### src/verilog/fws_defines.svh
`ifndef FWS_DEFINES_SVH
`define FWS_DEFINES_SVH

// ==========================================
// Register byte offsets
`define FWS_CTRL0_LOW_OFS 8'h00
`define FWS_CTRL0_HIGH_OFS 8'h04
`define FWS_PLAIN_FIRST_OFS 8'h08
`define FWS_PLAIN_LAST_OFS 8'h24
`define FWS_ERROR_OFS 8'h28
`define FWS_TEMP_UNPROT_OFS 8'h2c
`define FWS_IRQ_STAT_OFS 8'h30
`define FWS_IRQ_MASK_OFS 8'h34
`define FWS_PROT_STAT_OFS 8'h38

// ==========================================
// Plain register indices (offset 0x08 + 4 * index)
`define FWS_PL_FIRST_WIDX 4'h2
`define FWS_PL_SECT_LO 3'h0
`define FWS_PL_SECT_HI 3'h1
`define FWS_PL_ADDR_LO 3'h2
`define FWS_PL_ADDR_HI 3'h3
`define FWS_PL_DATA0_LO 3'h4
`define FWS_PL_DATA0_HI 3'h5
`define FWS_PL_DATA1_LO 3'h6
`define FWS_PL_DATA1_HI 3'h7

// ==========================================
// Field positions
`define FWS_START_BIT 15
`define FWS_SUSPEND_REQ_BIT 14
`define FWS_WPG_BIT 13
`define FWS_DWORD_PROG_SEL_BIT 12
`define FWS_SER_BIT 11
`define FWS_SPR_BIT 8
`define FWS_BUSY_BIT 0
`define FWS_SUSPENDED_BIT 1
`define FWS_RESUME_ERR_BIT 0
`define FWS_PROT_LIMIT_BIT 1
`define FWS_IRQ_DONE_BIT 0
`define FWS_IRQ_ERR_BIT 1
`define FWS_PAIR_WORD_BIT 2

// ==========================================
// Values
`define FWS_REG_RST 16'h0000
`define FWS_PROT_PAIR_ADDR 32'h0008dfbc
`define FWS_PEN_ALL_USED 16'h0000
`define FWS_RESP_OKAY 2'h0
`define FWS_RESP_SLVERR 2'h2
`define FWS_RESP_DECERR 2'h3

`endif

### src/verilog/fws_pkg.sv
package fws_pkg;

  typedef enum logic [2:0] {
    FWS_OP_NONE, FWS_OP_WORD, FWS_OP_DWORD, FWS_OP_ERASE, FWS_OP_PROT
  } fws_op_t;

  typedef enum logic [1:0] {
    FWS_ST_IDLE, FWS_ST_RUN, FWS_ST_SUSPEND_REQ, FWS_ST_NEST
  } fws_state_t;

endpackage : fws_pkg

### src/verilog/fws_op_if.sv
`timescale 1ns/10ps
interface fws_op_if;
  logic start;
  fws_pkg::fws_op_t op;
  logic suspend_req_req;
  logic fl_done;
  logic busy;
  logic suspended;
  logic done;
  logic abort;
  logic erase_done;
  logic fl_go;
  logic fl_suspend_req;
  logic fl_resume;
  logic fl_abort;
  fws_pkg::fws_op_t fl_cmd;

  modport ctl (output start, op, suspend_req_req, fl_done,
    input busy, suspended, done, abort, erase_done, fl_go, fl_suspend_req, fl_resume, fl_abort, fl_cmd);
  modport eng (input start, op, suspend_req_req, fl_done,
    output busy, suspended, done, abort, erase_done, fl_go, fl_suspend_req, fl_resume, fl_abort, fl_cmd);
endinterface : fws_op_if

### src/verilog/fws_engine.sv
`timescale 1ns/10ps
module fws_engine (
  input wire logic ref_clk,
  input wire logic resetn,
  fws_op_if.eng op_if
);

  fws_pkg::fws_state_t state_r, state_nxt;
  fws_pkg::fws_op_t saved_r, saved_nxt, cmd_r, cmd_nxt;
  logic go_nxt, sus_nxt, res_nxt, abt_nxt, dn_nxt, edn_nxt;
  logic go_r, sus_r, res_r, abt_r, dn_r, edn_r;

  // ==========================================
  // Operation sequencing
  wire prog_op_w = (op_if.op == fws_pkg::FWS_OP_WORD) || (op_if.op == fws_pkg::FWS_OP_DWORD);

  always_comb begin
    state_nxt = state_r;
    saved_nxt = saved_r;
    cmd_nxt = cmd_r;
    go_nxt = 1'b0;
    sus_nxt = 1'b0;
    res_nxt = 1'b0;
    abt_nxt = 1'b0;
    dn_nxt = 1'b0;
    edn_nxt = 1'b0;
    case (state_r)
      fws_pkg::FWS_ST_IDLE: begin
        if (op_if.start && op_if.op != fws_pkg::FWS_OP_NONE) begin
          go_nxt = 1'b1;
          cmd_nxt = op_if.op;
          saved_nxt = op_if.op;
          state_nxt = fws_pkg::FWS_ST_RUN;
        end
      end
      fws_pkg::FWS_ST_RUN: begin
        if (op_if.fl_done) begin
          dn_nxt = 1'b1;
          edn_nxt = (saved_r == fws_pkg::FWS_OP_ERASE);
          saved_nxt = fws_pkg::FWS_OP_NONE;
          state_nxt = fws_pkg::FWS_ST_IDLE;
        end else if (op_if.suspend_req_req) begin
          sus_nxt = 1'b1;
          state_nxt = fws_pkg::FWS_ST_SUSPEND_REQ;
        end
      end
      fws_pkg::FWS_ST_SUSPEND_REQ: begin
        if (op_if.fl_done) begin
          dn_nxt = 1'b1;
          edn_nxt = (saved_r == fws_pkg::FWS_OP_ERASE);
          saved_nxt = fws_pkg::FWS_OP_NONE;
          state_nxt = fws_pkg::FWS_ST_IDLE;
        end else if (op_if.start) begin
          if (saved_r == fws_pkg::FWS_OP_ERASE && prog_op_w) begin
            go_nxt = 1'b1;
            cmd_nxt = op_if.op;
            state_nxt = fws_pkg::FWS_ST_NEST;
          end else if (op_if.op == saved_r) begin
            res_nxt = 1'b1;
            state_nxt = fws_pkg::FWS_ST_RUN;
          end else begin
            abt_nxt = 1'b1;
            saved_nxt = fws_pkg::FWS_OP_NONE;
            state_nxt = fws_pkg::FWS_ST_IDLE;
          end
        end
      end
      fws_pkg::FWS_ST_NEST: begin
        // Suspend requests ignored here
        if (op_if.fl_done) begin
          dn_nxt = 1'b1;
          state_nxt = fws_pkg::FWS_ST_SUSPEND_REQ;
        end
      end
      default: begin
        state_nxt = fws_pkg::FWS_ST_IDLE;
      end
    endcase
  end

  always_ff @(posedge ref_clk) begin
    if (!resetn) begin
      state_r <= fws_pkg::FWS_ST_IDLE;
      saved_r <= fws_pkg::FWS_OP_NONE;
      cmd_r <= fws_pkg::FWS_OP_NONE;
      {go_r, sus_r, res_r, abt_r, dn_r, edn_r} <= 6'h00;
    end else begin
      state_r <= state_nxt;
      saved_r <= saved_nxt;
      cmd_r <= cmd_nxt;
      {go_r, sus_r, res_r, abt_r, dn_r, edn_r} <=
        {go_nxt, sus_nxt, res_nxt, abt_nxt, dn_nxt, edn_nxt};
    end
  end

  assign op_if.busy = (state_r == fws_pkg::FWS_ST_RUN) || (state_r == fws_pkg::FWS_ST_NEST);
  assign op_if.suspended = (state_r == fws_pkg::FWS_ST_SUSPEND_REQ) || (state_r == fws_pkg::FWS_ST_NEST);
  assign op_if.fl_go = go_r;
  assign op_if.fl_suspend_req = sus_r;
  assign op_if.fl_resume = res_r;
  assign op_if.fl_abort = abt_r;
  assign op_if.fl_cmd = cmd_r;
  assign op_if.done = dn_r;
  assign op_if.abort = abt_r;
  assign op_if.erase_done = edn_r;

  // ==========================================
  // Checks
  AST_SUSPEND_RUN: assert property (@(posedge ref_clk) disable iff (!resetn)
    state_r == fws_pkg::FWS_ST_RUN && op_if.suspend_req_req && !op_if.fl_done
    |=> op_if.fl_suspend_req ##1 op_if.suspended && !op_if.busy)
    else $error("suspend request did not suspend the operation");

  AST_NEST_NO_SUSPEND: assert property (@(posedge ref_clk) disable iff (!resetn)
    state_r == fws_pkg::FWS_ST_NEST && op_if.suspend_req_req |=> !op_if.fl_suspend_req)
    else $error("program in erase suspend was suspended");

endmodule : fws_engine

### src/verilog/fws_top.sv
`timescale 1ns/10ps
`include "fws_defines.svh"
module fws_top (
  input wire logic ref_clk,
  input wire logic resetn,
  input wire logic [7:0] awaddr,
  input wire logic awvalid,
  output logic awready,
  input wire logic [31:0] wdata,
  input wire logic [3:0] wstrb,
  input wire logic wvalid,
  output logic wready,
  output logic [1:0] bresp,
  output logic bvalid,
  input wire logic bready,
  input wire logic [7:0] araddr,
  input wire logic arvalid,
  output logic arready,
  output logic [31:0] rdata,
  output logic [1:0] rresp,
  output logic rvalid,
  input wire logic rready,
  output logic irq,
  input wire logic fetch_from_flash,
  input wire logic access_prot_bit,
  input wire logic [15:0] nv_prot_enable_reg,
  output logic fl_go,
  output fws_pkg::fws_op_t fl_cmd,
  output logic [31:0] fl_addr,
  output logic [63:0] fl_wdata,
  output logic [31:0] fl_sectors,
  output logic fl_suspend_req,
  output logic fl_resume,
  output logic fl_abort,
  input wire logic fl_done
);

  fws_op_if op_if ();

  fws_engine u_engine (
    .ref_clk(ref_clk),
    .resetn(resetn),
    .op_if(op_if)
  );

  logic aw_full_r, w_full_r, bvalid_r, rvalid_r;
  logic [7:0] awaddr_r;
  logic [15:0] wd_r;
  logic [1:0] wstrb_r, bresp_r, rresp_r;
  logic [15:0] rdata_r, rd_val;
  logic [3:0] sel_r;
  logic suspend_req_r, start_r, temp_r;
  logic [1:0] err_r, irq_stat_r, irq_mask_r;
  logic [15:0] pl_r [8];
  logic [31:0] fl_addr_r, fl_sectors_r;
  logic [63:0] fl_wdata_r;

  // ==========================================
  // Write decode
  wire do_wr = aw_full_r && w_full_r && !bvalid_r;
  wire [7:0] wa = {awaddr_r[7:2], 2'b00};
  wire wr_full16 = &wstrb_r;
  wire wr_ctrl_lo = (wa == `FWS_CTRL0_LOW_OFS);
  wire wr_ctrl_hi = (wa == `FWS_CTRL0_HIGH_OFS);
  wire wr_plain = (wa >= `FWS_PLAIN_FIRST_OFS) && (wa <= `FWS_PLAIN_LAST_OFS);
  wire wr_err = (wa == `FWS_ERROR_OFS);
  wire wr_temp = (wa == `FWS_TEMP_UNPROT_OFS);
  wire wr_istat = (wa == `FWS_IRQ_STAT_OFS);
  wire wr_imask = (wa == `FWS_IRQ_MASK_OFS);
  wire wr_pstat = (wa == `FWS_PROT_STAT_OFS);
  wire wr_flash = wr_ctrl_lo || wr_ctrl_hi || wr_plain;
  wire wr_mapped = wr_flash || wr_err || wr_temp || wr_istat || wr_imask || wr_pstat;
  wire prot_active = !access_prot_bit && !temp_r;
  wire wr_blocked = prot_active && wr_flash;
  wire wr_ok = do_wr && wr_full16 && wr_mapped && !wr_blocked;
  wire [1:0] bresp_nxt = !wr_mapped ? `FWS_RESP_DECERR :
    (!wr_full16 || wr_blocked) ? `FWS_RESP_SLVERR : `FWS_RESP_OKAY;
  wire [2:0] pl_widx = 3'(wa[5:2] - `FWS_PL_FIRST_WIDX);

  // ==========================================
  // Operation control word
  wire [15:0] ctrl_hi_val = {start_r, suspend_req_r, sel_r[3], sel_r[2], sel_r[1], 2'b00, sel_r[0],
    8'h00};
  wire wr_start = wd_r[`FWS_START_BIT];
  // A start write keeps the prepared selection; other writes replace it
  wire [15:0] merged = wr_start ? (ctrl_hi_val | wd_r) : wd_r;
  wire [3:0] sel_new = {merged[`FWS_WPG_BIT], merged[`FWS_DWORD_PROG_SEL_BIT], merged[`FWS_SER_BIT],
    merged[`FWS_SPR_BIT]};
  wire ctrl_wr = wr_ok && wr_ctrl_hi;
  // Exactly one select bit names an operation
  wire fws_pkg::fws_op_t new_op = (sel_new == 4'h8) ? fws_pkg::FWS_OP_WORD :
    (sel_new == 4'h4) ? fws_pkg::FWS_OP_DWORD :
    (sel_new == 4'h2) ? fws_pkg::FWS_OP_ERASE :
    (sel_new == 4'h1) ? fws_pkg::FWS_OP_PROT : fws_pkg::FWS_OP_NONE;
  wire [31:0] addr_w = {pl_r[`FWS_PL_ADDR_HI], pl_r[`FWS_PL_ADDR_LO]};
  wire pair_hit = ({addr_w[31:2], 1'b0, addr_w[0]} == `FWS_PROT_PAIR_ADDR);
  wire limit_hit = (new_op == fws_pkg::FWS_OP_PROT) && pair_hit &&
    (nv_prot_enable_reg == `FWS_PEN_ALL_USED);
  wire start_req = ctrl_wr && wr_start;
  wire start_go = start_req && !merged[`FWS_SUSPEND_REQ_BIT] &&
    (new_op != fws_pkg::FWS_OP_NONE) && !limit_hit && !op_if.busy;
  wire limit_err = start_req && limit_hit;
  wire is_dword = (new_op == fws_pkg::FWS_OP_DWORD);

  assign op_if.start = start_go;
  assign op_if.op = new_op;
  assign op_if.suspend_req_req = ctrl_wr && wd_r[`FWS_SUSPEND_REQ_BIT];
  assign op_if.fl_done = fl_done;

  // ==========================================
  // Bus channels
  always_ff @(posedge ref_clk) begin
    if (!resetn) begin
      aw_full_r <= 1'b0;
      w_full_r <= 1'b0;
      bvalid_r <= 1'b0;
      awaddr_r <= 8'h00;
      wd_r <= 16'h0000;
      wstrb_r <= 2'h0;
      bresp_r <= `FWS_RESP_OKAY;
    end else begin
      if (awvalid && awready) begin
        aw_full_r <= 1'b1;
        awaddr_r <= awaddr;
      end else if (do_wr) begin
        aw_full_r <= 1'b0;
      end
      if (wvalid && wready) begin
        w_full_r <= 1'b1;
        wd_r <= wdata[15:0];
        wstrb_r <= wstrb[1:0];
      end else if (do_wr) begin
        w_full_r <= 1'b0;
      end
      if (do_wr) begin
        bvalid_r <= 1'b1;
        bresp_r <= bresp_nxt;
      end else if (bready) begin
        bvalid_r <= 1'b0;
      end
    end
  end

  assign awready = !aw_full_r;
  assign wready = !w_full_r;
  assign bvalid = bvalid_r;
  assign bresp = bresp_r;

  // ==========================================
  // Control and status registers
  always_ff @(posedge ref_clk) begin
    if (!resetn) begin
      sel_r <= 4'h0;
      suspend_req_r <= 1'b0;
      start_r <= 1'b0;
    end else if (ctrl_wr) begin
      sel_r <= sel_new;
      suspend_req_r <= merged[`FWS_SUSPEND_REQ_BIT];
      start_r <= start_go || (start_r && op_if.busy &&
        !(merged[`FWS_SUSPEND_REQ_BIT] && !op_if.suspended));
    end else if (op_if.done || op_if.abort) begin
      sel_r <= 4'h0;
      start_r <= 1'b0;
    end
  end

  always_ff @(posedge ref_clk) begin
    if (!resetn) begin
      temp_r <= 1'b0;
    end else if (wr_ok && wr_temp) begin
      temp_r <= wd_r[0] && (temp_r || fetch_from_flash);
    end
  end

  // Hardware set wins over a write-one clear
  always_ff @(posedge ref_clk) begin
    if (!resetn) begin
      err_r <= 2'h0;
      irq_stat_r <= 2'h0;
      irq_mask_r <= 2'h0;
    end else begin
      err_r[`FWS_RESUME_ERR_BIT] <= op_if.abort ||
        (err_r[`FWS_RESUME_ERR_BIT] && !(wr_ok && wr_err && wd_r[`FWS_RESUME_ERR_BIT]));
      err_r[`FWS_PROT_LIMIT_BIT] <= limit_err ||
        (err_r[`FWS_PROT_LIMIT_BIT] && !(wr_ok && wr_err && wd_r[`FWS_PROT_LIMIT_BIT]));
      irq_stat_r[`FWS_IRQ_DONE_BIT] <= op_if.done ||
        (irq_stat_r[`FWS_IRQ_DONE_BIT] && !(wr_ok && wr_istat && wd_r[`FWS_IRQ_DONE_BIT]));
      irq_stat_r[`FWS_IRQ_ERR_BIT] <= op_if.abort || limit_err ||
        (irq_stat_r[`FWS_IRQ_ERR_BIT] && !(wr_ok && wr_istat && wd_r[`FWS_IRQ_ERR_BIT]));
      if (wr_ok && wr_imask) begin
        irq_mask_r <= wd_r[1:0];
      end
    end
  end

  assign irq = |(irq_stat_r & irq_mask_r);

  // ==========================================
  // Sector, address and data registers
  for (genvar i = 0; i < 8; i++) begin : g_plain
    wire clr_w = (i < 2) && op_if.erase_done;
    wire wen_w = wr_ok && wr_plain && (pl_widx == 3'(i));
    always_ff @(posedge ref_clk) begin
      if (!resetn) begin
        pl_r[i] <= `FWS_REG_RST;
      end else if (clr_w) begin
        pl_r[i] <= `FWS_REG_RST;
      end else if (wen_w) begin
        pl_r[i] <= wd_r;
      end
    end
  end

  // ==========================================
  // Operation setup held toward the array
  always_ff @(posedge ref_clk) begin
    if (!resetn) begin
      fl_addr_r <= 32'h00000000;
      fl_wdata_r <= 64'h0000000000000000;
      fl_sectors_r <= 32'h00000000;
    end else if (start_go && new_op == fws_pkg::FWS_OP_ERASE) begin
      fl_sectors_r <= {pl_r[`FWS_PL_SECT_HI], pl_r[`FWS_PL_SECT_LO]};
    end else if (start_go) begin
      fl_addr_r <= {addr_w[31:3], addr_w[`FWS_PAIR_WORD_BIT] && !is_dword, addr_w[1:0]};
      fl_wdata_r <= {pl_r[`FWS_PL_DATA1_HI], pl_r[`FWS_PL_DATA1_LO],
        pl_r[`FWS_PL_DATA0_HI], pl_r[`FWS_PL_DATA0_LO]};
    end
  end

  assign fl_go = op_if.fl_go;
  assign fl_cmd = op_if.fl_cmd;
  assign fl_addr = fl_addr_r;
  assign fl_wdata = fl_wdata_r;
  assign fl_sectors = fl_sectors_r;
  assign fl_suspend_req = op_if.fl_suspend_req;
  assign fl_resume = op_if.fl_resume;
  assign fl_abort = op_if.fl_abort;

  // ==========================================
  // Read channel
  wire [7:0] ra = {araddr[7:2], 2'b00};
  wire rd_plain = (ra >= `FWS_PLAIN_FIRST_OFS) && (ra <= `FWS_PLAIN_LAST_OFS);
  wire [2:0] pl_ridx = 3'(ra[5:2] - `FWS_PL_FIRST_WIDX);
  wire rd_mapped = rd_plain || (ra == `FWS_CTRL0_LOW_OFS) || (ra == `FWS_CTRL0_HIGH_OFS) ||
    (ra == `FWS_ERROR_OFS) || (ra == `FWS_TEMP_UNPROT_OFS) || (ra == `FWS_IRQ_STAT_OFS) ||
    (ra == `FWS_IRQ_MASK_OFS) || (ra == `FWS_PROT_STAT_OFS);

  always_comb begin
    rd_val = 16'h0000;
    case (ra)
      `FWS_CTRL0_LOW_OFS: rd_val = {14'h0000, op_if.suspended, op_if.busy};
      `FWS_CTRL0_HIGH_OFS: rd_val = ctrl_hi_val;
      `FWS_ERROR_OFS: rd_val = {14'h0000, err_r};
      `FWS_TEMP_UNPROT_OFS: rd_val = {15'h0000, temp_r};
      `FWS_IRQ_STAT_OFS: rd_val = {14'h0000, irq_stat_r};
      `FWS_IRQ_MASK_OFS: rd_val = {14'h0000, irq_mask_r};
      `FWS_PROT_STAT_OFS: rd_val = {15'h0000, prot_active};
      default: rd_val = rd_plain ? pl_r[pl_ridx] : 16'h0000;
    endcase
  end

  always_ff @(posedge ref_clk) begin
    if (!resetn) begin
      rvalid_r <= 1'b0;
      rdata_r <= 16'h0000;
      rresp_r <= `FWS_RESP_OKAY;
    end else if (arvalid && arready) begin
      rvalid_r <= 1'b1;
      rdata_r <= rd_val;
      rresp_r <= rd_mapped ? `FWS_RESP_OKAY : `FWS_RESP_DECERR;
    end else if (rready) begin
      rvalid_r <= 1'b0;
    end
  end

  assign arready = !rvalid_r;
  assign rvalid = rvalid_r;
  assign rdata = {16'h0000, rdata_r};
  assign rresp = rresp_r;

  // ==========================================
  // Checks
  AST_BYTE_WRITE: assert property (@(posedge ref_clk) disable iff (!resetn)
    do_wr && wr_mapped && !wr_full16 |=> bvalid && bresp == `FWS_RESP_SLVERR)
    else $error("partial write not refused");

  AST_WORD_GO: assert property (@(posedge ref_clk) disable iff (!resetn)
    start_go && new_op == fws_pkg::FWS_OP_WORD && !op_if.suspended
    |=> fl_go && fl_cmd == fws_pkg::FWS_OP_WORD && fl_wdata[31:0] == $past(
    {pl_r[`FWS_PL_DATA0_HI], pl_r[`FWS_PL_DATA0_LO]}))
    else $error("word program not launched with its data");

  AST_DWORD_ALIGN: assert property (@(posedge ref_clk) disable iff (!resetn)
    fl_go && fl_cmd == fws_pkg::FWS_OP_DWORD |-> !fl_addr[`FWS_PAIR_WORD_BIT])
    else $error("double word program on odd word");

  AST_SECTOR_CLEAR: assert property (@(posedge ref_clk) disable iff (!resetn)
    op_if.erase_done |=> pl_r[`FWS_PL_SECT_LO] == 16'h0000 && pl_r[`FWS_PL_SECT_HI] == 16'h0000)
    else $error("sector mask not cleared after erase");

  AST_RESUME_ERR: assert property (@(posedge ref_clk) disable iff (!resetn)
    op_if.abort |=> err_r[`FWS_RESUME_ERR_BIT] && !start_r)
    else $error("abort did not flag resume error");

  AST_CANCEL: assert property (@(posedge ref_clk) disable iff (!resetn)
    start_req && new_op == fws_pkg::FWS_OP_NONE |=> !fl_go)
    else $error("operation launched without a selection");

  AST_PROT_BLOCK: assert property (@(posedge ref_clk) disable iff (!resetn)
    do_wr && wr_flash && prot_active |=> bvalid && bresp == `FWS_RESP_SLVERR && !fl_go)
    else $error("control write accepted under access protection");

  AST_TEMP_UNPROT: assert property (@(posedge ref_clk) disable iff (!resetn)
    $rose(temp_r) |-> $past(fetch_from_flash))
    else $error("temporary unprotect set outside flash code");

  AST_START_HELD: assert property (@(posedge ref_clk) disable iff (!resetn)
    op_if.busy |-> start_r)
    else $error("start bit low while operation runs");

endmodule : fws_top

### config.mk
export PLATFORM = sky130hd
export DESIGN_NAME = fws_top
export DESIGN_NICKNAME = d
export VERILOG_FILES = /design/src/verilog/fws_pkg.sv /design/src/verilog/fws_op_if.sv /design/src/verilog/fws_engine.sv /design/src/verilog/fws_top.sv
export VERILOG_INCLUDE_DIRS = /design/src /design/src/verilog
export SDC_FILE = /design/constraint.sdc
export NUM_CORES = 1
export LEC_CHECK = 0
export BUFFER_PORTS_ARGS = -buffer_cell sky130_fd_sc_hd__buf_4
export CAP_MARGIN = 20
export CORE_ASPECT_RATIO = 0.8
export CORE_UTILIZATION = 40
export CTS_BUF_LIST = sky130_fd_sc_hd__clkbuf_4
export DETAILED_ROUTE_END_ITERATION = 8
export SYNTH_ARGS = -nofsm -noshare
export SYNTH_HDL_FRONTEND = slang
export SYNTH_HIERARCHICAL = 1
export SYNTH_SLANG_ARGS = --single-unit
export TNS_END_PERCENT = 20
### constraint.sdc
create_clock -name ref_clk -period 3.6 [get_ports ref_clk]
set_clock_uncertainty 0.15 [all_clocks]
set_input_delay 0.18 -clock ref_clk [delete_from_list [all_inputs] [get_ports ref_clk]]
set_output_delay 0.18 -clock ref_clk [all_outputs]
set_load 0.03 [all_outputs]
**Word-level counts from Yosys, hierarchy flattened**

Memories as Yosys holds them, arrays and structs flattened. A register that Yosys moved wholly into a read port is not among the register bits.
Cells that the tools add are included.

- Register bits after elaboration: 109
- RAM bits: 128
- Input bits: 78
- Output and inout port bits: 177
- Logic and storage cells: 310
- Memories: 1

Memories:

| name | words | bits a word | read ports | clocked after memory_dff | wr ports | RTL line | text |
|---|---|---|---|---|---|---|---|
| pl_r | 8 | 16 | 9 | 6 | 8 | fws_top.sv:54 | `logic [15:0] pl_r [8];` |

- Add/subtract/negate cells: 2
- $lt $le $gt $ge: 4
- Equality and inequality tests: 43
- Multiplexer cells: 90
- Bitwise gates (word level): 17
- Reductions and logical operators: 126

Operators by type and width:

| cell | number |
|---|---|
| $mux 16 | 11 |
| $pmux 16 s7 | 1 |
| $eq 6x4->1 const B | 10 |
| $logic_and 1x1->1 | 51 |
| $mux 1 | 48 |
| $mux 3 | 13 |
| $eq 31x19->1 const B | 1 |
| $logic_or 1x1->1 | 26 |
| $logic_not 1->1 | 24 |
| $mux 2 | 10 |
| $ge 8x4->1 const B | 2 |
| $le 8x6->1 const B | 2 |
| $logic_not 16->1 | 1 |
| $logic_not 8->1 | 2 |
| $eq 3x2->1 const B | 5 |
| $eq 3x3->1 const B | 5 |
| $mux 15 | 1 |
| $or 15x15->15 | 1 |
| $eq 6x1->1 const B | 2 |
| $ne 3x3->1 const B | 4 |
| $reduce_bool 2->1 | 6 |
| $or 1x1->1 | 10 |
| $pmux 3 s3 | 1 |
| $mux 4 | 2 |
| other kinds (27) | 43 |

**Logic depth before layout (Yosys ltp)**

Gate-level depths: netlist of run 1.

- Depth after elaboration: 19
- Mapped depth: 13
- Depth with buffers taken out: 13

**By module**

Netlist of run 1, hierarchy kept.

By module, submodules not included:

| module | times used | cells an instance | area an instance (µm²) |
|---|---|---|---|
| fws_top | 1 | 1303 | 13768.2 |
| fws_engine | 1 | 101 | 782.0 |

**Least setup slack after synthesis of run 1**

No wires, ideal clock.

- Kind: reg2reg
- From: register bvalid_r, in the netlist bvalid
- To: memory pl_r[6][0], enable pin
- Arrival time: 2.971 ns
- Required time: 3.039 ns
- Path slack: 0.068 ns
- Cell stages (with the launch flop): 6
- Buffers on the path: 1
- Cell sequence: dfxtp_1 nand3b_1 a311o_1 or4b_1 buf_4 o21ai_0

RTL lines:

| element | RTL line | text |
|---|---|---|
| from (decl) | fws_top.sv:46 | `logic aw_full_r, w_full_r, bvalid_r, rvalid_r;` |
| from (signal assigned) | fws_top.sv:116 | `bvalid_r <= 1'b0;` |
| from (signal assigned) | fws_top.sv:136 | `bvalid_r <= 1'b1;` |
| from (signal assigned) | fws_top.sv:139 | `bvalid_r <= 1'b0;` |
| to (decl) | fws_top.sv:54 |  |

**Worst setup path in the final report of run 1**

- From: input port nv_prot_enable_reg[13]
- To: register fl_sectors_r[18], in the netlist fl_sectors[18], read port of pl_r

- Word-level cells in the longest chain between the ends: 6

RTL lines:

| element | RTL line | text |
|---|---|---|
| from (decl) | fws_top.sv:26 | `input wire logic [15:0] nv_prot_enable_reg,` |
| $logic_not 16->1 (no source line) | n/a |  |
| $logic_and 1x1->1 | fws_top.sv:97 | `wire limit_hit = (new_op == fws_pkg::FWS_OP_PROT) && pair_hit &&` |
| $logic_not 1->1 | fws_top.sv:101 | `(new_op != fws_pkg::FWS_OP_NONE) && !limit_hit && !op_if.busy;` |
| $logic_and 1x1->1 (2 in a row) | fws_top.sv:100 | `` wire start_go = start_req && !merged[`FWS_SUSPEND_REQ_BIT] && `` |
| $logic_and 1x1->1 | fws_top.sv:221 | `end else if (start_go && new_op == fws_pkg::FWS_OP_ERASE) begin` |
| to (decl) | fws_top.sv:55 | `logic [31:0] fl_addr_r, fl_sectors_r;` |

Every way passes these cells.
A chain may end at the register's enable or synchronous reset.

==> metrics.txt, run 1 <==
MaxCap Viol Count 0; worst setup path start nv_prot_enable_reg[13]; multi-input logic area approximately 6100 um^2; synthesis-to-finish area growth 24.8%; Register Area 7890 um^2; Setup TNS Final 0 ns; Fmax achieved roughly 0.31 GHz; post-synth design cell area approximately 15000 um^2; post-route setup slack around 0.37 ns; outcome completed; clk slew on worst S/H paths about 0.060 ns; RSZ-0062 raised after global routing false; Synth Flop Type dfxtp_1; Yosys cell types 65; peak supply drop around 180 uV; CTS tree yes; CTS root buf clkbuf_4; I/O Buffers roughly 220; Post-CTS Setup Repair Bufs 0; post-DP HPWL 31400 um; largest net degree at the start of global routing just over 90; Crit path arrival time about 3.6 ns; fin cells between 2000 and 2500; pwr dens ~440 nW/um^2; sequential area share after synthesis 54.2%; Worst Setup EP fl_sectors[18]; number of synthesized register bits 330; Vias 11500; Sw Share between 20% and 30%; DRT Pass-1 Iters 5; initial antenna violation count 2; GRT Util Overall 23.9%; Clock Path Buffers 3; Worst Path Max Fanout 32; Die Area about 37000 um^2; Pwr Total 8080 uW; worst reg2reg setup slack 0.38 ns; fin util between 50% and 60%; worst r2r dst fl_sectors[18]; post-synthesis instance total approximately 1400; critical path endpoint category register; Leakage Power roughly 0.0070 uW; placed cell count 2034; global route overflow 0; number of buffers created by CTS 85; Internal between 6000 and 7000 uW; fillers 3332; num rows 62; GP Congestion 0.878; worst slew pin tran 0.896 ns; DRC 0; Vert. Die Dim about 170 um; layout cells sized above 1 ~25%; CTS H-tree lvls 3; # nets final 1775; minimum clock period around 3.2 ns; Reg power frac between 50 and 60%; Antenna Violating Nets Remaining 0; final slew viol count 0; Final period util 89.7%; first-pass GRT wire length around 67000 um; I/O pin count around 260; Slew HR 40.2%; initial drt markers 1206; final hold viol count 0; critical path required time about 4.0 ns; core area roughly 36000 um^2; Initial Util 40.6%; Warnings, synthesis 6; CP startpoint kind input pin; EDFF count, synth approximately 130; chip width roughly 220 um; Hold Path Class in2reg; combinational power share roughly 8%; reg2reg path depth 7; R2R Path Start pl_r[3][9]; Final setup viols 0; wire per inst just over 20 um; Clk Latency, worst-skew pair between 0.7 and 0.8 ns; pre-CTS setup slack between 0.5 and 0.6 ns; via/cell ratio 5.15; Mean Syn Cell Area approximately 10 um^2; Setup Crit Path Kind in2reg; ys async rst share 0%; total clock sinks between 300 and 400; Clock Power Share a little over two fifths; switching power between 2000 and 2500 uW; Total Routed Length 45100 um; vias in the first global route 11100
==> kinds of logic after synthesis <==
kind of cell               Yosys count  share of synthesized area, %
AOI/OAI and AO/OA                  143                          5.88
xor gates and xnor gates             5                         0.301
adders and majority gates            4                         0.344
buffers and inverters              129                          4.55
DFF                                330                          54.2
muxes                              168                          14.3
other                                1                        0.0258
and+or+nand+nor                    624                          20.4
==> registers in the layout (all words and copies together), names as in the netlist, 4 cells and up <==
signal and flops:
fl_sectors 32, rdata_r 16, pl_r 128, fl_wdata 64
fl_addr 32, awaddr_r 6, wd_r 16, sel_r 4
==> power groups by stage <==
stage / combinational, uW / sequential (uW) / clock [uW]
floorplan: 378 / 4100 / 0
global placement: 568 / 4150 / 0
detailed placement: 573 / 4150 / 0
CTS: 618 / 4070 / 3450
global route: 676 / 4080 / 3630
finish: 627 / 4070 / 3380
==> metrics by stage <==
| stage | area, um^2 | hold slack [ns] |
|---|---|---|
| final | 18200 | 0.0872 |
| after global routing | 18100 | 0.0682 |
| after CTS | 18100 | 0.0387 |
| after detailed placement | 16500 | 0.222 |
| after global placement | 16500 | 0.215 |
| after floorplan | 14600 | 0.130 |
==> cell usage after synthesis, types with 2 or more instances <==
library cell / instances / area share (%)
and2_1: 118 / 5.1
clkbuf_1: 63 / 1.6
nor3_1: 23 / 0.79
buf_2: 3 / 0.10
buf_6: 9 / 0.70
dfxtp_1: 202 / 28
a31oi_1: 6 / 0.26
o32ai_1: 2 / 0.12
nand3_1: 12 / 0.41
o21bai_1: 2 / 0.10
nand2b_1: 13 / 0.56
o21ai_0: 28 / 0.96
o21ai_1: 5 / 0.17
edfxtp_1: 128 / 26
mux2i_1: 136 / 9.4
nor3b_1: 4 / 0.21
nand4b_1: 2 / 0.12
and3_1: 3 / 0.13
or2_2: 4 / 0.17
nand2_1: 352 / 9.1
nor4_1: 8 / 0.34
a21o_1: 3 / 0.15
nand4_1: 11 / 0.47
inv_1: 18 / 0.46
buf_4: 28 / 1.4
nor2_4: 2 / 0.15
nor4bb_1: 2 / 0.14
nor2b_1: 6 / 0.26
xnor2_1: 4 / 0.24
a221oi_1: 2 / 0.12
or3_1: 2 / 0.086
ha_1: 4 / 0.34
nor4_4: 2 / 0.29
a32o_1: 3 / 0.21
nand3b_1: 4 / 0.21
and4_1: 2 / 0.12
nor2_1: 45 / 1.2
nand4_2: 2 / 0.17
a21oi_1: 75 / 2.6
buf_1: 6 / 0.15
a21oi_2: 2 / 0.12
nor4b_1: 4 / 0.24
mux4_2: 32 / 5.0
==> worst max-delay path, cell delays in order <==
cell and delay [ns]:
dlygate4sd3_1 0.53, buf_4 0.13, nor4_1 0.17, dlygate4sd3_1 0.60, nand4_1 0.21, dlygate4sd3_1 0.71, nor4_2 0.47, nor3b_2 0.10
buf_4 0.32, mux2i_1 0.18
==> cells in the final DEF (no fill, tap or decap), drive strengths merged, types with 16 or more instances in the layout <==
master / instances
dlygate4sd3: 51
clkbuf: 134
mux2i: 136
mux4: 32
nand2: 352
edfxtp: 128
and2: 118
o21ai: 34
dfxtp: 202
conb: 16
nor3: 23
buf: 245
a21oi: 78
inv: 22
nor2: 47
==> metal layers <==
metal,global-route usage [%],vias to the layer above,routed length (um)
met5,0,-,0
met3,6.03,71,4200
met1,34.6,5531,20300
li1,-,5418,-
met4,8.57,0,1030
met2,34.6,499,19500
==> layout make-up <==
| class | instances | area share [%] |
|---|---|---|
| Antenna cell | 2 | 0.0276 |
| Inverter | 19 | 0.393 |
| Timing Repair Buffer | 297 | 13.2 |
| Multi-Input combinational cell | 960 | 33.4 |
| Clock buffer | 133 | 5.50 |
| Sequential cell | 330 | 43.5 |
| Clock inverter | 15 | 0.648 |
| Tap cell | 480 | 3.31 |
==> worst min path at each step <==
stage              start           to  slack (ns)  cells past startpoint
2_1_floorplan     rready       rvalid        0.13                      1
6_report       awaddr[7]  awaddr_r[7]        0.09                      4
5_1_grt         wdata[3]      wd_r[3]        0.07                      4
3_5_place_dp      rready       rvalid        0.22                      2
3_3_place_gp      rready       rvalid        0.22                      2
4_1_cts        awaddr[7]  awaddr_r[7]        0.04                      4
==> what timing repair did <==
| action | CTS | global route |
|---|---|---|
| gates resized for setup | 0 | 1 |
| endpoints found under the setup margin | 0 | 4 |
| hold buffers | 51 | 0 |
| endpoints found under the hold margin | 82 | 0 |
No activity file was read; power rests on OpenSTA's default activity.
==> inputs of run 2 (changes only) <==
--- a/config.mk
+++ b/config.mk
@@ -12,6 +12,7 @@
 export CORE_UTILIZATION = 40
 export CTS_BUF_LIST = sky130_fd_sc_hd__clkbuf_4
 export DETAILED_ROUTE_END_ITERATION = 8
+export SETUP_SLACK_MARGIN = 0.05
 export SYNTH_ARGS = -nofsm -noshare
 export SYNTH_HDL_FRONTEND = slang
 export SYNTH_HIERARCHICAL = 1
==> constraint.sdc (replaced) <==
create_clock -name ref_clk -period 2.7 [get_ports ref_clk]
set_clock_uncertainty 0.15 [all_clocks]
set_input_delay 0.135 -clock ref_clk [delete_from_list [all_inputs] [get_ports ref_clk]]
set_output_delay 0.135 -clock ref_clk [all_outputs]
set_load 0.03 [all_outputs]
==> run 2 against run 1 <==
  * Highest routed layer is now met5
  * Power grew 36%
  * Clock power is 35% higher
  * Utilization increased by 2.7 points
  * Count of clock-buffer cells in the layout increased by 16
  * First-iteration DRC count grew 1.2%
  * Global-route usage grew 0.47 points
  * Critical endpoint is now pl_r[0][5]
  * Register-to-register slack lost 0.25 ns
  * Routed wire length is 3.3% higher
==> metrics.txt, run 2 (same netlist as run 1, synthesis figures left out) <==
chip width 215 um (unchanged); Vert. Die Dim 173 um (unchanged); met1 wire length 20900 um (+3.0%); WL met2 19900 um (+1.9%); Clock Path Buffers 3 (unchanged); num rows 62 (unchanged); peak supply drop 256 uV (+39%); hold_ws 0.0803 ns (-0.00686 ns); I/O Buffers 216 (unchanged); Crit path arrival time 2.78 ns (-0.86 ns); Largest register FFs 128 (unchanged); fin util 53.3% (+2.7 points); Setup Crit Path Kind reg2reg; worst setup path start bvalid; commonest non-fill, non-tap cell in the layout nand2_1; largest reg by FF count pl_r; pwr dens 573 nW/um^2 (+29%); largest net degree at the start of global routing 113 (+22%); Vias 12000 (+3.8%); commonest non-fill, non-tap cells in the layout 351 x nand2_1, 304 x buf_4, 199 x dfxtp_1; CTS H-tree lvls 3 (unchanged); CP startpoint kind register; Leakage Power 0.00752 uW (+7.7%); Placed Instance Area 17000 um^2 (+3.2%); initial antenna violation count 4 (+2); Final period util between 90 and 100%; initial drt markers 1221 (+1.2%); vias in the first global route 11400 (+2.7%); Buf/Inv on CP 1 (-4); worst slew pin tran 1.06 ns (+0.160 ns); global route overflow 0 (unchanged); Final setup viols 0 (unchanged); CP Cell Sequence nand3b_1, a311oi_4, buf_4, nand4b_1, nor4_4, or2_2; via/cell ratio 5.12 (-0.68%); DRT Pass-1 Iters 5 (unchanged); Fmax achieved slightly below 0.4 GHz; Worst Path Max Fanout 16 (-50%); met3 routed wirelength 4250 um (+1.1%); total clock sinks 330 (unchanged); MaxCap Viol Count 0 (unchanged); CTS root buf clkbuf_4; Setup TNS Final 0 ns (unchanged); R2R Path Start bvalid; core area 35800 um^2 (unchanged); Hold Path Class in2reg; Die Area 37100 um^2 (unchanged); CP top delay family simple AND/OR/NAND/NOR gates; DRC 0 (unchanged); CP max stage delay 0.43 ns (-0.28 ns); I/O pin count 255 (unchanged); CTS tree yes; Crit-path slowest cell or2_2; minimum clock period about 2.6 ns; Total Routed Length 46500 um (+3.3%); final hold viol count 0 (unchanged); post-DP HPWL 32300 um (+3.2%); top layer reached by signal wires met5; RSZ-0062 raised after global routing true; Slew HR 29.1% (-11 points); critical path endpoint category register; wire per inst 19.9 um (-1.2%); Non-Filler Cell Area, Final 19100 um^2 (+5.2%); final slew viol count 0 (unchanged); outcome completed; GP Congestion 0.877 (about the same); Initial Util 40.6% (unchanged); Antenna Violating Nets Remaining 0 (unchanged); first-pass GRT wire length 68300 um (+1.4%); GRT Util Overall 24.4% (+0.47 points); number of buffers created by CTS 89 (+4.7%); clk slew on worst S/H paths 0.07 ns (about the same); hold path start nv_prot_enable_reg[14]; # nets final 1869 (+5.3%); critical path required time 2.91 ns (-1.10 ns); synthesis-to-finish area growth 31.3%; layout cells sized above 1 29.0% (+4.0 points); Clk Latency, worst-skew pair 0.74 ns (about the same)
==> run 2: per-layer routing <==
layer	vias up	GRT usage [%]
li1	5628	-
met1	5719	35.6
met2	524	35.3
met3	84	5.17
met4	2	9.43
met5	-	0
==> run 2: final timing paths <==
check | end | slack [ns] | cells past startpoint
max | pl_r[0][5] | 0.13 | 6
min | start_r | 0.08 | 7
max reg2reg | pl_r[0][5] | 0.13 | 6
min reg2reg | fl_addr[31] | 0.30 | 2
==> run 2: layout make-up <==
type | instances | area, um^2
fillers | 3301 | 16700
flip-flops and latches | 330 | 7890
multi-input cells | 960 | 6160
repair buffers | 387 | 3210
clock buffers | 149 | 1120
well taps | 480 | 601
inverters | 19 | 71.3
clock inverters | 11 | 53.8
diodes | 1 | 2.50
==> run 2: worst reg2reg max path, stage by stage, from the launching register on <==
cell and delay, ns:
dfxtp_1 0.33, nand3b_1 0.26, a311oi_4 0.31, buf_4 0.19, nand4b_1 0.24, nor4_4 0.29, or2_2 0.43
==> run 2: power breakdown <==
part,switching (uW),internal [uW]
registers,145,5270
logic,562,403
clock network,2100,2470
==> run 2: through the flow <==
stage,setup slack [ns],instances,total power [uW]
finish,0.134,2337,10900
detailed placement,-0.0484,2093,6380
CTS,0.0344,2327,11000
floorplan,-0.105,1419,5980
global placement,0.0233,2093,6370
global route,-0.00154,2337,11400
==> run 2: repair_timing <==
action | 4_1_cts | 5_1_grt
resized for setup | 8 | 12
pin swaps | 1 | 5
setup buffers | 1 | 9
hold buffers | 73 | 0
hold endpoints to repair | 130 | 0
setup endpoints to repair | 17 | 107
==> inputs of run 3 (changes only) <==
--- a/config.mk
+++ b/config.mk
@@ -12,9 +12,9 @@
 export CORE_UTILIZATION = 40
 export CTS_BUF_LIST = sky130_fd_sc_hd__clkbuf_4
 export DETAILED_ROUTE_END_ITERATION = 8
+export RECOVER_POWER = 100
 export SETUP_SLACK_MARGIN = 0.05
 export SYNTH_ARGS = -nofsm -noshare
 export SYNTH_HDL_FRONTEND = slang
-export SYNTH_HIERARCHICAL = 1
 export SYNTH_SLANG_ARGS = --single-unit
 export TNS_END_PERCENT = 20
==> run 3 against run 2 <==
  * Cell count decreased by 0.64%
  * Setup slack got worse by 0.081 ns
  * Register-to-register slack got worse by 0.08 ns
  * Critical path depth increased by 3
  * Utilization decreased by 1.1 points
  * Power decreased by 2.2%
  * Routed wire length decreased by 2.9%
  * Combinational power decreased by 8.8%
  * Clock power decreased by 3%
  * Hold slack improved by 0.058 ns
  * Critical path type unchanged
  * Highest routed layer is now met4
==> metrics.txt, run 3 <==
top-area cell type share of the netlist area 28.2% (+0.39 points); EDFF count, synth 128 (unchanged); final slew viol count 0 (unchanged); number of synthesized register bits 330 (unchanged); number of buffers created by CTS 85 (-4.5%); I/O Buffers 216 (unchanged); CTS tree yes; CTS root buf clkbuf_4; Largest register FFs 128 (unchanged); post-DP HPWL 31500 um (-2.5%); critical path endpoint category register; placed cell count 2097 (+0.19%); worst setup path start pl_r[2][15]; chip width 214 um (-0.68%); via/cell ratio 5.13 (+0.17%); Leakage Power 0.00682 uW (-9.3%); clk slew on worst S/H paths 0.08 ns (about the same); Clock Path Buffers 3 (unchanged); GRT Util Overall 24.4% (+0.030 points); fin cells 2322 (-0.64%); RSZ-0062 raised after global routing true; pwr dens 586 nW/um^2 (+2.2%); initial drt markers 906 (-26%); vias in the first global route 11500 (+0.94%); Antenna Violating Nets Remaining 0 (unchanged); GP Congestion 0.900 (+2.6%); core area 35000 um^2 (-2.3%); total clock sinks 330 (unchanged); sequential area share after synthesis 55.0% (+0.76 points); Total Routed Length 45200 um (-2.9%); largest area contributor in the netlist dfxtp_1; Yosys cell types 69 (+6.2%); synthesis-to-finish area growth 27.4%; I/O pin count 255 (unchanged); critical path required time 3.17 ns (+0.26 ns); global route overflow 0 (unchanged); Placed Instance Area 17000 um^2 (-0.29%); Setup Crit Path Kind reg2reg; commonest non-fill, non-tap cell in the layout nand2_1; hold_ws 0.138 ns (+0.0581 ns); Die Area 36600 um^2 (-1.4%); Final period util 98.0% (+3.0 points); DRC 0 (unchanged); post-synthesis instance total 1393 (-0.78%); Vert. Die Dim 171 um (-0.68%); # nets final 1869 (unchanged); MaxCap Viol Count 0 (unchanged); CTS H-tree lvls 3 (unchanged); hold path start araddr[7]; Crit path arrival time 3.12 ns (+0.34 ns); commonest non-fill, non-tap cells in the layout 354 x nand2_1, 197 x dfxtp_1, 173 x clkbuf_1; wire per inst 19.5 um (-2.2%); Non-Filler Cell Area, Final 18300 um^2 (-4.3%); initial antenna violation count 3 (-1); post-synth design cell area 14400 um^2 (-1.4%); Mean Syn Cell Area 10.3 um^2 (-0.60%); Initial Util 41.0% (+0.36 points); DRT Pass-1 Iters 5 (unchanged); fillers 3324 (+0.70%); worst slew pin tran 0.933 ns (-0.123 ns); num rows 61 (-1.6%); outcome completed; commonest cells in the netlist 355 x nand2_1, 202 x dfxtp_1, 128 x edfxtp_1; Slew HR 37.8% (+8.7 points); Synth Flop Type dfxtp_1; R2R Path Start pl_r[2][15]; Fmax achieved 0.378 GHz (-3.1%); ys async rst share 0% (unchanged); Worst Path Max Fanout 8 (-8); CP startpoint kind register; largest net degree at the start of global routing 83 (-27%); Vias 11900 (-0.47%); Final setup viols 0 (unchanged); final hold viol count 0 (unchanged); main area contributors after synthesis dfxtp_1 28%, edfxtp_1 27%, nand2_1 9.3%; peak supply drop 340 uV (+33%); minimum clock period 2.65 ns (+0.0810 ns); Clk Latency, worst-skew pair 0.73 ns (about the same); Warnings, synthesis 0 (-6); largest reg by FF count pl_r; most frequent cell after synthesis nand2_1; layout cells sized above 1 19.4% (-9.7 points); Hold Path Class in2reg; first-pass GRT wire length 66200 um (-3.0%)
run 3: cell count changes after synthesis, sizes merged, moves of 5 or more:
| cell | before | now |
|---|---|---|
| a21boi | 2 | 153 |
| mux2i | 136 | 16 |
| a21oi | 78 | 39 |
| nor2b | 6 | 35 |
| nor2 | 47 | 30 |
| buf | 46 | 57 |
| clkbuf | 64 | 53 |
| inv | 19 | 9 |
| nor3 | 23 | 13 |
| o21ai | 34 | 25 |
| and2 | 118 | 125 |
| nand2b | 13 | 6 |
| o211a | 0 | 7 |
| nand4 | 13 | 8 |
run 3: worst max-delay path, stage by stage (launching register included):
cell and delay, ns:
edfxtp_1 0.43, nor4bb_2 0.19, and4_4 0.21, and4_4 0.20, or4_4 0.53, nor2b_4 0.24, buf_12 0.20, buf_12 0.13
nand2_1 0.09, a21boi_1 0.16
run 3: worst paths after layout:
kind / to / slack (ns) / cells after the start
worst min register to register: fl_sectors[12] / 0.30 / 2
worst max-delay path: fl_wdata[1] / 0.05 / 9
worst min-delay path: rdata_r[14] / 0.14 / 7
worst max register to register: fl_wdata[1] / 0.05 / 9
run 3: report_power, final:
| part | internal, uW | switching [uW] | total, uW |
|---|---|---|---|
| clock | 2370 | 2060 | 4430 |
| combinational | 395 | 486 | 880 |
| sequential | 5270 | 131 | 5400 |
| total | 8040 | 2670 | 10700 |
run 3: layer usage:
| layer | global-route usage [%] | wire length (um) |
|---|---|---|
| met1 | 34.8 | 20300 |
| met2 | 37.1 | 19800 |
| met3 | 4.73 | 3890 |
| met4 | 8.26 | 1200 |
| met5 | 0 | 0 |
run 3: timing repair:
item / 4_1_cts / 5_1_grt
resized for setup: 4 / 36
hold buffers: 70 / 0
hold endpoints to repair: 192 / 0
setup endpoints to repair: 134 / 134
pin swaps: 0 / 8
gates cloned: 0 / 2
setup buffers: 1 / 2
run 3: layout make-up:
cell class                      instances  area, um^2  share of cell area [%]
Sequential cell                       330        7900                    43.2
Multi-Input combinational cell        958        5950                    32.6
Timing Repair Buffer                  402        2700                    14.8
Clock buffer                          130         976                    5.34
Tap cell                              472         591                    3.23
Clock inverter                         19         124                   0.678
Inverter                               10        37.5                   0.205
Antenna cell                            1        2.50                  0.0137
run 3: cells by family after synthesis:
| family | after synthesis | synth area share, % |
|---|---|---|
| flip-flops | 330 | 55.0 |
| adder cells (fa/ha/maj) | 4 | 0.349 |
| AO/OA/AOI/OAI | 255 | 12.5 |
| XOR/XNOR | 8 | 0.488 |
| other | 1 | 0.0261 |
| buffers and inverters | 120 | 4.55 |
| AND/OR/NAND/NOR | 626 | 20.9 |
| multiplexers | 49 | 6.22 |
run 3: per-stage QoR:
stage / power (uW) / setup WS (ns) / util [%] / setup TNS, ns
finish: 10700 / 0.0532 / 52.2 / 0
global route: 11100 / 0.00491 / 52.2 / 0
CTS: 10800 / 0.0405 / 53.7 / 0
detailed placement: 6310 / -0.450 / 48.5 / -47.45
global placement: 6300 / -0.421 / 48.5 / -47.24
floorplan: 5930 / -0.137 / - / -10.11
